==> src/common/smo_pkg.sv <==
`default_nettype none
package smo_pkg;

  // Bus geometry
  localparam int unsigned DATA_W = 32;
  localparam int unsigned ADDR_W = 6;
  localparam int unsigned NUM_CH = 2;

  // Register byte offsets
  localparam logic [5:0] OFS_CTRL      = 6'h00;
  localparam logic [5:0] OFS_DIV       = 6'h04;
  localparam logic [5:0] OFS_POS0      = 6'h08;
  localparam logic [5:0] OFS_WID0      = 6'h0c;
  localparam logic [5:0] OFS_LEN0      = 6'h10;
  localparam logic [5:0] OFS_CH_STRIDE = 6'h0c;
  localparam logic [5:0] OFS_STAT      = 6'h20;

  // Marker step sizes as counts of low zero bits
  localparam int unsigned POS_STEP_BITS = 5;
  localparam int unsigned WID_STEP_BITS = 4;

  // Values after reset and limits, in waveform points
  localparam int unsigned POS_RST = 32'h0000_0000;
  localparam int unsigned WID_RST = 32'h0000_0020;
  localparam int unsigned WID_MIN = 32'h0000_0020;
  localparam int unsigned WID_GAP = 32'h0000_0020;
  localparam int unsigned LEN_RST = 32'h0000_0400;
  localparam int unsigned LEN_MIN = 32'h0000_0040;

  // Sample clock divider, ratio kept as a one-hot value
  localparam int unsigned DIV_W   = 9;
  localparam logic [8:0]  DIV_RST = 9'h001;
  localparam logic [8:0]  DIV_MAX = 9'h100;

  // Sync shape and source selectors
  typedef enum logic {
    SHP_PULSE = 1'b0,
    SHP_WAVE  = 1'b1
  } smo_shape_t;

  typedef enum logic {
    SRC_FIRST_CHANNEL  = 1'b0,
    SRC_SECOND_CHANNEL = 1'b1
  } smo_src_t;

  // Control word, bit 0 first from the right
  typedef struct packed {
    logic       ext_clk;  // Bit 6: count on divided sample clock
    logic [1:0] user;     // Bits 5:4: channel plays arbitrary waveform
    smo_src_t   src;      // Bit 3: sync source channel
    smo_shape_t shape;    // Bit 2: sync shape
    logic       sync_en;  // Bit 1: sync output enable
    logic       out_en;   // Bit 0: main output enable
  } smo_ctrl_t;

  localparam int unsigned CTRL_W = $bits(smo_ctrl_t);
  localparam smo_ctrl_t CTRL_RST = '{
    ext_clk: 1'b0, user: 2'b00, src: SRC_FIRST_CHANNEL,
    shape: SHP_PULSE, sync_en: 1'b0, out_en: 1'b0};

  // Status word
  typedef struct packed {
    logic       sync;     // Bit 4: sync output level
    logic [1:0] active;   // Bits 3:2: channel inside a cycle
    logic [1:0] mark;     // Bits 1:0: per-channel marker level
  } smo_stat_t;

  // Generator states, Gray along idle, play, last
  typedef enum logic [1:0] {
    GEN_IDLE = 2'b00,
    GEN_PLAY = 2'b01,
    GEN_LAST = 2'b11
  } smo_gen_state_t;

  // Offset of a per-channel register
  function automatic logic [5:0] ch_ofs(input logic [5:0] base,
                                        input int unsigned c);
    return base + 6'(c * OFS_CH_STRIDE);
  endfunction

endpackage
`default_nettype wire

==> src/hdl/smo_marker_gen.sv <==
`timescale 1ns/1ps
`default_nettype none
module smo_marker_gen
  import smo_pkg::*;
#(
  parameter int unsigned PT_W = 26  // Point counter width
) (
  input  wire logic            clock_i,
  input  wire logic            rst_n_i,
  input  wire logic            ce_i,
  input  wire logic            tick_i,    // One waveform point passes
  input  wire logic            run_i,     // Channel asked to play
  input  wire logic            user_i,    // Arbitrary waveform mode
  input  wire smo_shape_t      shape_i,
  input  wire logic [PT_W-1:0] len_i,
  input  wire logic [PT_W-1:0] pos_i,
  input  wire logic [PT_W-1:0] wid_i,
  output logic                 mark_o,    // Marker level, one point late
  output logic                 active_o   // Inside a waveform cycle
);

  smo_gen_state_t  state_reg;   // Play state
  logic [PT_W-1:0] cnt_reg;     // Point within current cycle
  logic [PT_W-1:0] eff_pos;     // Position in force
  logic [PT_W-1:0] eff_wid;     // Width in force
  logic            last_pt;     // Final point of the cycle
  logic            hit;         // Counter inside pulse window
  logic            step;        // Advance on this edge

  assign step     = ce_i & tick_i;
  assign last_pt  = (cnt_reg == len_i - PT_W'(1));
  assign active_o = (state_reg != GEN_IDLE);

  // Standard waveforms use the reset placement, user settings otherwise
  assign eff_pos = user_i ? pos_i : PT_W'(POS_RST);
  assign eff_wid = user_i ? wid_i : PT_W'(WID_RST);

  // Window test widened by one bit so pos plus width cannot wrap
  assign hit = (cnt_reg >= eff_pos) &&
               ({1'b0, cnt_reg} < {1'b0, eff_pos} + {1'b0, eff_wid});

  // Play state: a cycle once started always runs to its end
  always_ff @(posedge clock_i or negedge rst_n_i) begin
    if (!rst_n_i) begin
      state_reg <= GEN_IDLE;
    end else if (step) begin
      case (state_reg)
        GEN_IDLE: if (run_i) state_reg <= GEN_PLAY;
        GEN_PLAY: begin
          if (last_pt && !run_i) state_reg <= GEN_IDLE;
          else if (!run_i) state_reg <= GEN_LAST;
        end
        GEN_LAST: begin
          if (last_pt) state_reg <= run_i ? GEN_PLAY : GEN_IDLE;
          else if (run_i) state_reg <= GEN_PLAY;
        end
        default: state_reg <= GEN_IDLE;
      endcase
    end
  end

  // Point counter, cleared at each cycle start
  always_ff @(posedge clock_i or negedge rst_n_i) begin
    if (!rst_n_i) begin
      cnt_reg <= '0;
    end else if (step) begin
      if (state_reg == GEN_IDLE || last_pt) cnt_reg <= '0;
      else cnt_reg <= cnt_reg + PT_W'(1);
    end
  end

  // Marker level; wave shape ignores position and width
  always_ff @(posedge clock_i or negedge rst_n_i) begin
    if (!rst_n_i) begin
      mark_o <= 1'b0;
    end else if (step) begin
      if (state_reg == GEN_IDLE) mark_o <= 1'b0;
      else if (shape_i == SHP_WAVE) mark_o <= 1'b1;
      else mark_o <= hit;
    end
  end
endmodule
`default_nettype wire

==> src/hdl/smo_top.sv <==
// The implementer's own choices: the Avalon-MM register port and the register addresses.
`timescale 1ns/1ps
`default_nettype none
// Operation
// - Main output enable comes up off
// - Disabled output path carries no waveform
// - Output enable reads back one or zero
// - Sync shape pulse or wave-complete, pulse default
// - Pulse lasts at least sixteen sample clocks
// - Pulse width adjusts in sixteen-point steps
// - Pulse starts at programmed position
// - Wave-complete marker spans one whole cycle
// - Wave-complete mode ignores width and position
// - Position multiple of 32, bounded, resets zero
// - Width from 32 points, resets to 32
// - Divider powers of two up to 256
// - Sync follows selected channel, first default
// - Sync enable reads back, off after reset
// - Position and width act in arbitrary mode only
module smo_top
  import smo_pkg::*;
#(
  parameter int unsigned MEM_POINTS = 32000000,  // Waveform memory depth
  parameter int unsigned PT_W       = 26,        // Point counter width
  parameter int unsigned SMP_W      = 16         // Sample word width
) (
  input  wire logic                          clock_i,
  input  wire logic                          rst_n_i,
  input  wire logic                          ce_i,
  input  wire logic [ADDR_W-1:0]             avs_address_i,
  input  wire logic                          avs_read_i,
  input  wire logic                          avs_write_i,
  input  wire logic [DATA_W-1:0]             avs_writedata_i,
  output logic      [DATA_W-1:0]             avs_readdata_o,
  output logic                               avs_waitrequest_o,
  input  wire logic [NUM_CH-1:0]             run_i,
  input  wire logic [NUM_CH-1:0][SMP_W-1:0]  wave_i,
  output logic      [NUM_CH-1:0][SMP_W-1:0]  wave_o,
  output logic                               sync_o
);

  localparam int unsigned POS_MAX = MEM_POINTS - 32'd32;  // Last position

  smo_ctrl_t            ctrl_reg;                // Control word
  logic [DIV_W-1:0]     div_reg;                 // One-hot divide ratio
  logic [7:0]           div_cnt_reg;             // Divider phase
  logic [PT_W-1:0]      pos_reg [NUM_CH];        // Marker position
  logic [PT_W-1:0]      wid_reg [NUM_CH];        // Marker width
  logic [PT_W-1:0]      len_reg [NUM_CH];        // Segment length
  logic [NUM_CH-1:0]    mark;                    // Per-channel marker
  logic [NUM_CH-1:0]    active;                  // Per-channel activity
  logic [DATA_W-1:0]    rd_next;                 // Read mux output
  logic                 req;                     // Any bus request
  logic                 wr_go;                   // Write completes now
  logic                 tick;                    // One point passes
  logic                 sync_next;               // Gated selected marker
  logic [DATA_W-1:0]    wd;                      // Short name for data
  smo_stat_t            stat;                    // Status word

  assign wd    = avs_writedata_i;
  assign req   = avs_read_i | avs_write_i;
  assign wr_go = avs_write_i & ~avs_waitrequest_o;

  // Bus handshake: every access waits exactly one cycle.
  // The request edge loads read data, the next edge completes.
  always_ff @(posedge clock_i or negedge rst_n_i) begin
    if (!rst_n_i) begin
      avs_waitrequest_o <= 1'b1;
    end else if (ce_i) begin
      avs_waitrequest_o <= ~(req & avs_waitrequest_o);
    end
  end

  // Read data loaded one edge ahead so it stands when waitrequest drops
  always_ff @(posedge clock_i or negedge rst_n_i) begin
    if (!rst_n_i) begin
      avs_readdata_o <= '0;
    end else if (ce_i && avs_read_i && avs_waitrequest_o) begin
      avs_readdata_o <= rd_next;
    end
  end

  // Status view of the block's own state
  assign stat = '{sync: sync_o, active: active, mark: mark};

  // Read mux; unmapped offsets read as zero
  always_comb begin
    rd_next = '0;
    if (avs_address_i == OFS_CTRL) begin
      rd_next = DATA_W'(ctrl_reg);
    end else if (avs_address_i == OFS_DIV) begin
      rd_next = DATA_W'(div_reg);
    end else if (avs_address_i == OFS_STAT) begin
      rd_next = DATA_W'(stat);
    end
    for (int unsigned c = 0; c < NUM_CH; c++) begin
      if (avs_address_i == ch_ofs(OFS_POS0, c)) rd_next = DATA_W'(pos_reg[c]);
      if (avs_address_i == ch_ofs(OFS_WID0, c)) rd_next = DATA_W'(wid_reg[c]);
      if (avs_address_i == ch_ofs(OFS_LEN0, c)) rd_next = DATA_W'(len_reg[c]);
    end
  end

  // Control word; enables and shape come up in their safe state
  always_ff @(posedge clock_i or negedge rst_n_i) begin
    if (!rst_n_i) begin
      ctrl_reg <= CTRL_RST;
    end else if (ce_i && wr_go && avs_address_i == OFS_CTRL) begin
      ctrl_reg <= smo_ctrl_t'(wd[CTRL_W-1:0]);
    end
  end

  // Divider ratio; any value not a power of two up to 256 is dropped,
  // so the ratio never leaves a legal setting
  always_ff @(posedge clock_i or negedge rst_n_i) begin
    if (!rst_n_i) begin
      div_reg <= DIV_RST;
    end else if (ce_i && wr_go && avs_address_i == OFS_DIV) begin
      if (wd != '0 && (wd & (wd - 32'd1)) == '0 &&
          wd <= DATA_W'(DIV_MAX)) begin
        div_reg <= wd[DIV_W-1:0];
      end
    end
  end

  // Divider phase; internal clock gives a point on every cycle
  always_ff @(posedge clock_i or negedge rst_n_i) begin
    if (!rst_n_i) begin
      div_cnt_reg <= '0;
    end else if (ce_i) begin
      if (tick) div_cnt_reg <= '0;
      else div_cnt_reg <= div_cnt_reg + 8'h01;
    end
  end

  assign tick = !ctrl_reg.ext_clk ||
                ({1'b0, div_cnt_reg} == div_reg - 9'h001);

  // Per-channel settings and marker generators
  for (genvar c = 0; c < NUM_CH; c++) begin : g_ch
    localparam logic [5:0] A_POS = ch_ofs(OFS_POS0, c);
    localparam logic [5:0] A_WID = ch_ofs(OFS_WID0, c);
    localparam logic [5:0] A_LEN = ch_ofs(OFS_LEN0, c);
    logic upper_zero;  // No bits beyond the counter width

    assign upper_zero = (wd >> PT_W) == '0;

    // Position: multiple of 32 within memory, else write dropped
    always_ff @(posedge clock_i or negedge rst_n_i) begin
      if (!rst_n_i) begin
        pos_reg[c] <= PT_W'(POS_RST);
      end else if (ce_i && wr_go && avs_address_i == A_POS) begin
        if (wd[POS_STEP_BITS-1:0] == '0 && wd <= POS_MAX &&
            upper_zero) begin
          pos_reg[c] <= wd[PT_W-1:0];
        end
      end
    end

    // Width: 16-point steps, at least 32, and 32 short of the segment.
    // The 32-point floor keeps a pulse over 16 sample clocks.
    always_ff @(posedge clock_i or negedge rst_n_i) begin
      if (!rst_n_i) begin
        wid_reg[c] <= PT_W'(WID_RST);
      end else if (ce_i && wr_go && avs_address_i == A_WID) begin
        if (wd[WID_STEP_BITS-1:0] == '0 && wd >= WID_MIN &&
            upper_zero &&
            wd <= DATA_W'(len_reg[c]) - WID_GAP) begin
          wid_reg[c] <= wd[PT_W-1:0];
        end
      end
    end

    // Segment length; short segments refused so width bounds hold
    always_ff @(posedge clock_i or negedge rst_n_i) begin
      if (!rst_n_i) begin
        len_reg[c] <= PT_W'(LEN_RST);
      end else if (ce_i && wr_go && avs_address_i == A_LEN) begin
        if (wd >= LEN_MIN && upper_zero &&
            wd >= DATA_W'(wid_reg[c]) + WID_GAP) begin
          len_reg[c] <= wd[PT_W-1:0];
        end
      end
    end

    // Marker generator for this channel
    smo_marker_gen #(
      .PT_W (PT_W)
    ) u_gen (
      .clock_i  (clock_i),
      .rst_n_i  (rst_n_i),
      .ce_i     (ce_i),
      .tick_i   (tick),
      .run_i    (run_i[c]),
      .user_i   (ctrl_reg.user[c]),
      .shape_i  (ctrl_reg.shape),
      .len_i    (len_reg[c]),
      .pos_i    (pos_reg[c]),
      .wid_i    (wid_reg[c]),
      .mark_o   (mark[c]),
      .active_o (active[c])
    );

    // Main output gated; the pin stays driven, just at zero
    always_ff @(posedge clock_i or negedge rst_n_i) begin
      if (!rst_n_i) begin
        wave_o[c] <= '0;
      end else if (ce_i) begin
        wave_o[c] <= ctrl_reg.out_en ? wave_i[c] : '0;
      end
    end

  end

  // Sync source select and enable
  assign sync_next = ctrl_reg.sync_en && mark[ctrl_reg.src];

  always_ff @(posedge clock_i or negedge rst_n_i) begin
    if (!rst_n_i) begin
      sync_o <= 1'b0;
    end else if (ce_i) begin
      sync_o <= sync_next;
    end
  end
endmodule
`default_nettype wire

==> config.mk <==
export PLATFORM = sky130hd
export DESIGN_NAME = smo_top
export DESIGN_NICKNAME = d
export VERILOG_FILES = /design/src/common/smo_pkg.sv /design/src/hdl/smo_marker_gen.sv /design/src/hdl/smo_top.sv
export SDC_FILE = /design/constraint.sdc
export NUM_CORES = 1
export LEC_CHECK = 0
export BUFFER_PORTS_ARGS = -buffer_cell sky130_fd_sc_hd__buf_4
export CAP_MARGIN = 20
export CELL_PAD_IN_SITES_DETAIL_PLACEMENT = 0
export CELL_PAD_IN_SITES_GLOBAL_PLACEMENT = 1
export CORE_UTILIZATION = 30
export CTS_BUF_LIST = sky130_fd_sc_hd__clkbuf_16
export DETAILED_ROUTE_END_ITERATION = 10
export HOLD_SLACK_MARGIN = 0.06
export PLACE_DENSITY_LB_ADDON = 0.15
export SLEW_MARGIN = 20
export SYNTH_ARGS = -nofsm -noshare
export SYNTH_HDL_FRONTEND = slang
export SYNTH_HIERARCHICAL = 1
export SYNTH_SLANG_ARGS = --single-unit
==> constraint.sdc <==
create_clock -name clock_i -period 5 [get_ports clock_i]
set_clock_uncertainty 0.2 [all_clocks]
set_input_delay 0 -clock clock_i [delete_from_list [all_inputs] [get_ports clock_i]]
set_output_delay 0 -clock clock_i [all_outputs]
set_load 0.05 [all_outputs]
==> impl_metrics.py <==
metrics = {
    "synth": {
        "synth_most_common_cell": "dfrtp_1",
        "synth.top_cell.area_share_pct": 28.9,
        "seq_area_frac_synth_pct": 29.5,
        "syn_inst": 2731,
        "yosysTopAreaCell": "dfrtp_1",
        "ys_async_sr_fraction_pct": 100,
        "yosys_warnings": 6,
        "synth.distinct_cells": 110,
        "synth.cell_area_sq_um": 25300,
        "yosys-top-cells-area": "dfrtp_1 (29%), ha_1 (14%), xnor2_1 (4.6%)",
        "synthesis.area_per_instance_sq_um": 9.25,
        "ys.flop_type": "dfrtp_1",
        "synthTopCellsByCount": "dfrtp_1 (292), ha_1 (282), nand2_1 (198), nor2_1 (162), xnor2_1 (133)",
        "synth-edff-count": 0,
        "synth_seq_cells": 298,
    },
    "drt": {
        "postRouteAntennaNets": 0,
        "drt_iter0_markers": 1321,
        "met1_length_mm": 42.4,
        "routed_wl_mm": 93.1,
        "drtPass1Iterations": 6,
        "remaining_drc_errors": 0,
        "dr_wl_met3_mm": 3.68,
        "num_vias": 22400,
        "vias_per_cell": 5.40,
        "top_layer_used": "met4",
        "wl_per_cell_microns": 22.5,
        "met2_length_mm": 44.3,
    },
    "final_layout": {
        "final-seq-area_sq_um": 7470,
        "layout-drive-gt1-share_pct": 16.5,
        "area_growth_pct": 21.6,
        "fin_cells": 4144,
        "post-route-util_pct": 36.8,
        "multi_input_area_sq_um": 16800,
        "n_fill_cell": 8442,
        "fin_nets": 3393,
    },
    "pwr": {
        "peakVddDrop_mv": 0.219,
        "power_leakage_nw": 14.4,
        "p_per_area_nw_per_um2": 239,
        "total_power_w": 0.00736,
    },
    "outcome": {
        "status": "finished clean",
    },
    "placement": {
        "gp_congestion": 0.877,
        "hpwl_mm": 70.9,
        "port-buffer-count": 136,
        "placed_cells": 3921,
    },
    "grt": {
        "antenna_found_initial": 1,
        "grt_pass1_wl_mm": 143,
        "grt.total_usage_pct": 21.7,
        "grt_remaining_overflow": 0,
        "grt_max_degree": 98,
        "grt_pass1_vias": 23000,
    },
    "setup_path": {
        "crit_fanout": 8,
        "arrival_ns": 4.94,
        "cp.required_ns": 5.23,
        "end_kind": "flop",
        "path_class": "reg -> reg",
        "startpoint_type": "flop",
    },
    "timing": {
        "rsz0062_at_grt": "no",
        "setup-tns-final_ns": 0,
        "finalSetupViolations": 0,
        "max_freq_mhz": 212,
        "slew_violations": 0,
        "worst_slew_pin_slew_ns": 1.18,
        "relSlewSlack_pct": 21.6,
        "finalCritPeriodShare_pct": 94.3,
        "fin_crit_ns": 4.71,
        "hold_violations": 0,
    },
    "clock_network": {
        "cts.clk_slew.worst_paths_ns": 0.06,
        "clkLatencyLatePin_ns": 0.58,
        "clk_path_buf_depth": 3,
        "numCtsBuffers": 41,
        "cts_num_sinks": 298,
        "clock-root-buffer": "clkbuf_16",
        "cts_tree": "done",
        "htreeDepth": 2,
    },
    "floorplan": {
        "core_sq_um": 83600,
        "fp.dieW_microns": 292,
        "placement_rows": 106,
        "ios": 143,
        "die_area_sq_um": 85400,
        "initial_core_util_pct": 30.2,
        "die_y_microns": 292,
    },
    "job": {
        "drv_cap": 0,
    },
    "hold_path": {
        "worstHoldPathType": "in -> reg",
    },
}
per-stage QoR:
stage	instance area (sq um)	worst slack (ns)	hold slack (ns)
2_1_floorplan	25300	0.558	-0.496
3_3_place_gp	27800	0.110	-0.212
3_5_place_dp	27800	0.0178	-0.202
4_1_cts	30600	0.00126	0.0667
5_1_grt	30700	0.00902	0.0898
6_report	30700	0.286	0.0708
timing repair:
| item | CTS | global route |
|---|---|---|
| setup endpoints to repair | 0 | 1 |
| hold buffers | 147 | 0 |
| gates resized for setup | 0 | 16 |
| buffers inserted | 0 | 1 |
| hold endpoints to repair | 525 | 0 |
final timing paths:
check                                           start                    endpoint  slack (ns)  depth (start not counted)
setup / recovery                          ctrl_reg[5]        g_ch[1].u_gen/mark_o        0.29                         19
hold / removal                             avs_read_i           avs_readdata_o[6]        0.07                          3
setup reg to reg                          ctrl_reg[5]        g_ch[1].u_gen/mark_o        0.29                         19
hold reg to reg            g_ch[0].u_gen/state_reg[1]  g_ch[0].u_gen/state_reg[1]        0.29                          2
max in group asynchronous                     rst_n_i   g_ch[0].u_gen/cnt_reg[24]        3.35                          4
min in group asynchronous                     rst_n_i                  div_reg[0]        0.37                          3
layout make-up:
type / count / area share (%)
diodes: 2 / 0.0163
clock buffers: 41 / 3.34
clock inverters: 32 / 1.11
inverters: 128 / 1.56
multi-input cells: 2195 / 54.8
flip-flops and latches: 298 / 24.3
well taps: 1080 / 4.40
repair buffers: 368 / 10.5
report_power, final:
| group | leakage (nW) | switching [W] | total (W) | internal (W) |
|---|---|---|---|---|
| registers | 3.93 | 0.000252 | 0.00279 | 0.00254 |
| clock network | 0.706 | 0.00122 | 0.00307 | 0.00186 |
| logic | 9.72 | 0.000909 | 0.00149 | 0.000585 |
routing by layer:
layer / vias to the layer above / track usage [%]
met3: 114 / 2.34
met4: 0 / 6.69
li1: 10700 / -
met2: 472 / 36.7
met1: 11100 / 29.0
met5: - / 0
critical path, stage by stage, from the launching register on:
cell and delay, ns:
dfrtp_2 0.46, and2_1 0.18, ha_1 0.23, fa_1 0.40, a21o_1 0.19, nand4_1 0.14
a21oi_2 0.11, o2111ai_2 0.22, buf_4 0.15, a31oi_1 0.12, o21ai_1 0.20, nand2b_1 0.09
xnor2_1 0.13, ha_1 0.29, nand4_1 0.13, or4_4 0.56, o31ai_4 0.26, a221oi_2 0.09
nor4_1 0.31, o21ai_1 0.11
kinds of logic (layout without fill, tap and decap cells):
family                     count (synthesis)  in the layout  share of synthesized area (%)
and+or+nand+nor                          908            908                           19.7
buffers and inverters                    243            569                           4.25
AOI/OAI and AO/OA                        615            615                           17.4
DFF                                      298            298                           29.5
xor gates and xnor gates                 247            247                           8.56
adders and majority gates                284            284                           14.1
other                                      1              8                         0.0148
muxes                                    135            135                           6.38
layout by cell type, fill, tap and decap left out, drive strengths merged, types with 32 or more instances in the layout:
master / synthesis / layout
dfrtp: 292 / 292
ha: 282 / 282
buf: 40 / 222
nand2: 200 / 200
nor2: 196 / 196
dlygate4sd3: 0 / 146
inv: 128 / 140
xnor2: 133 / 133
a21oi: 129 / 129
mux2: 125 / 125
xor2: 114 / 114
o21ai: 98 / 98
nand3: 95 / 95
and2: 82 / 82
nand4: 63 / 63
a22o: 59 / 59
a21o: 58 / 58
nor3: 56 / 56
nor4: 44 / 44
clkbuf: 75 / 41
a31oi: 32 / 32
(Power assumes the default switching activity.)
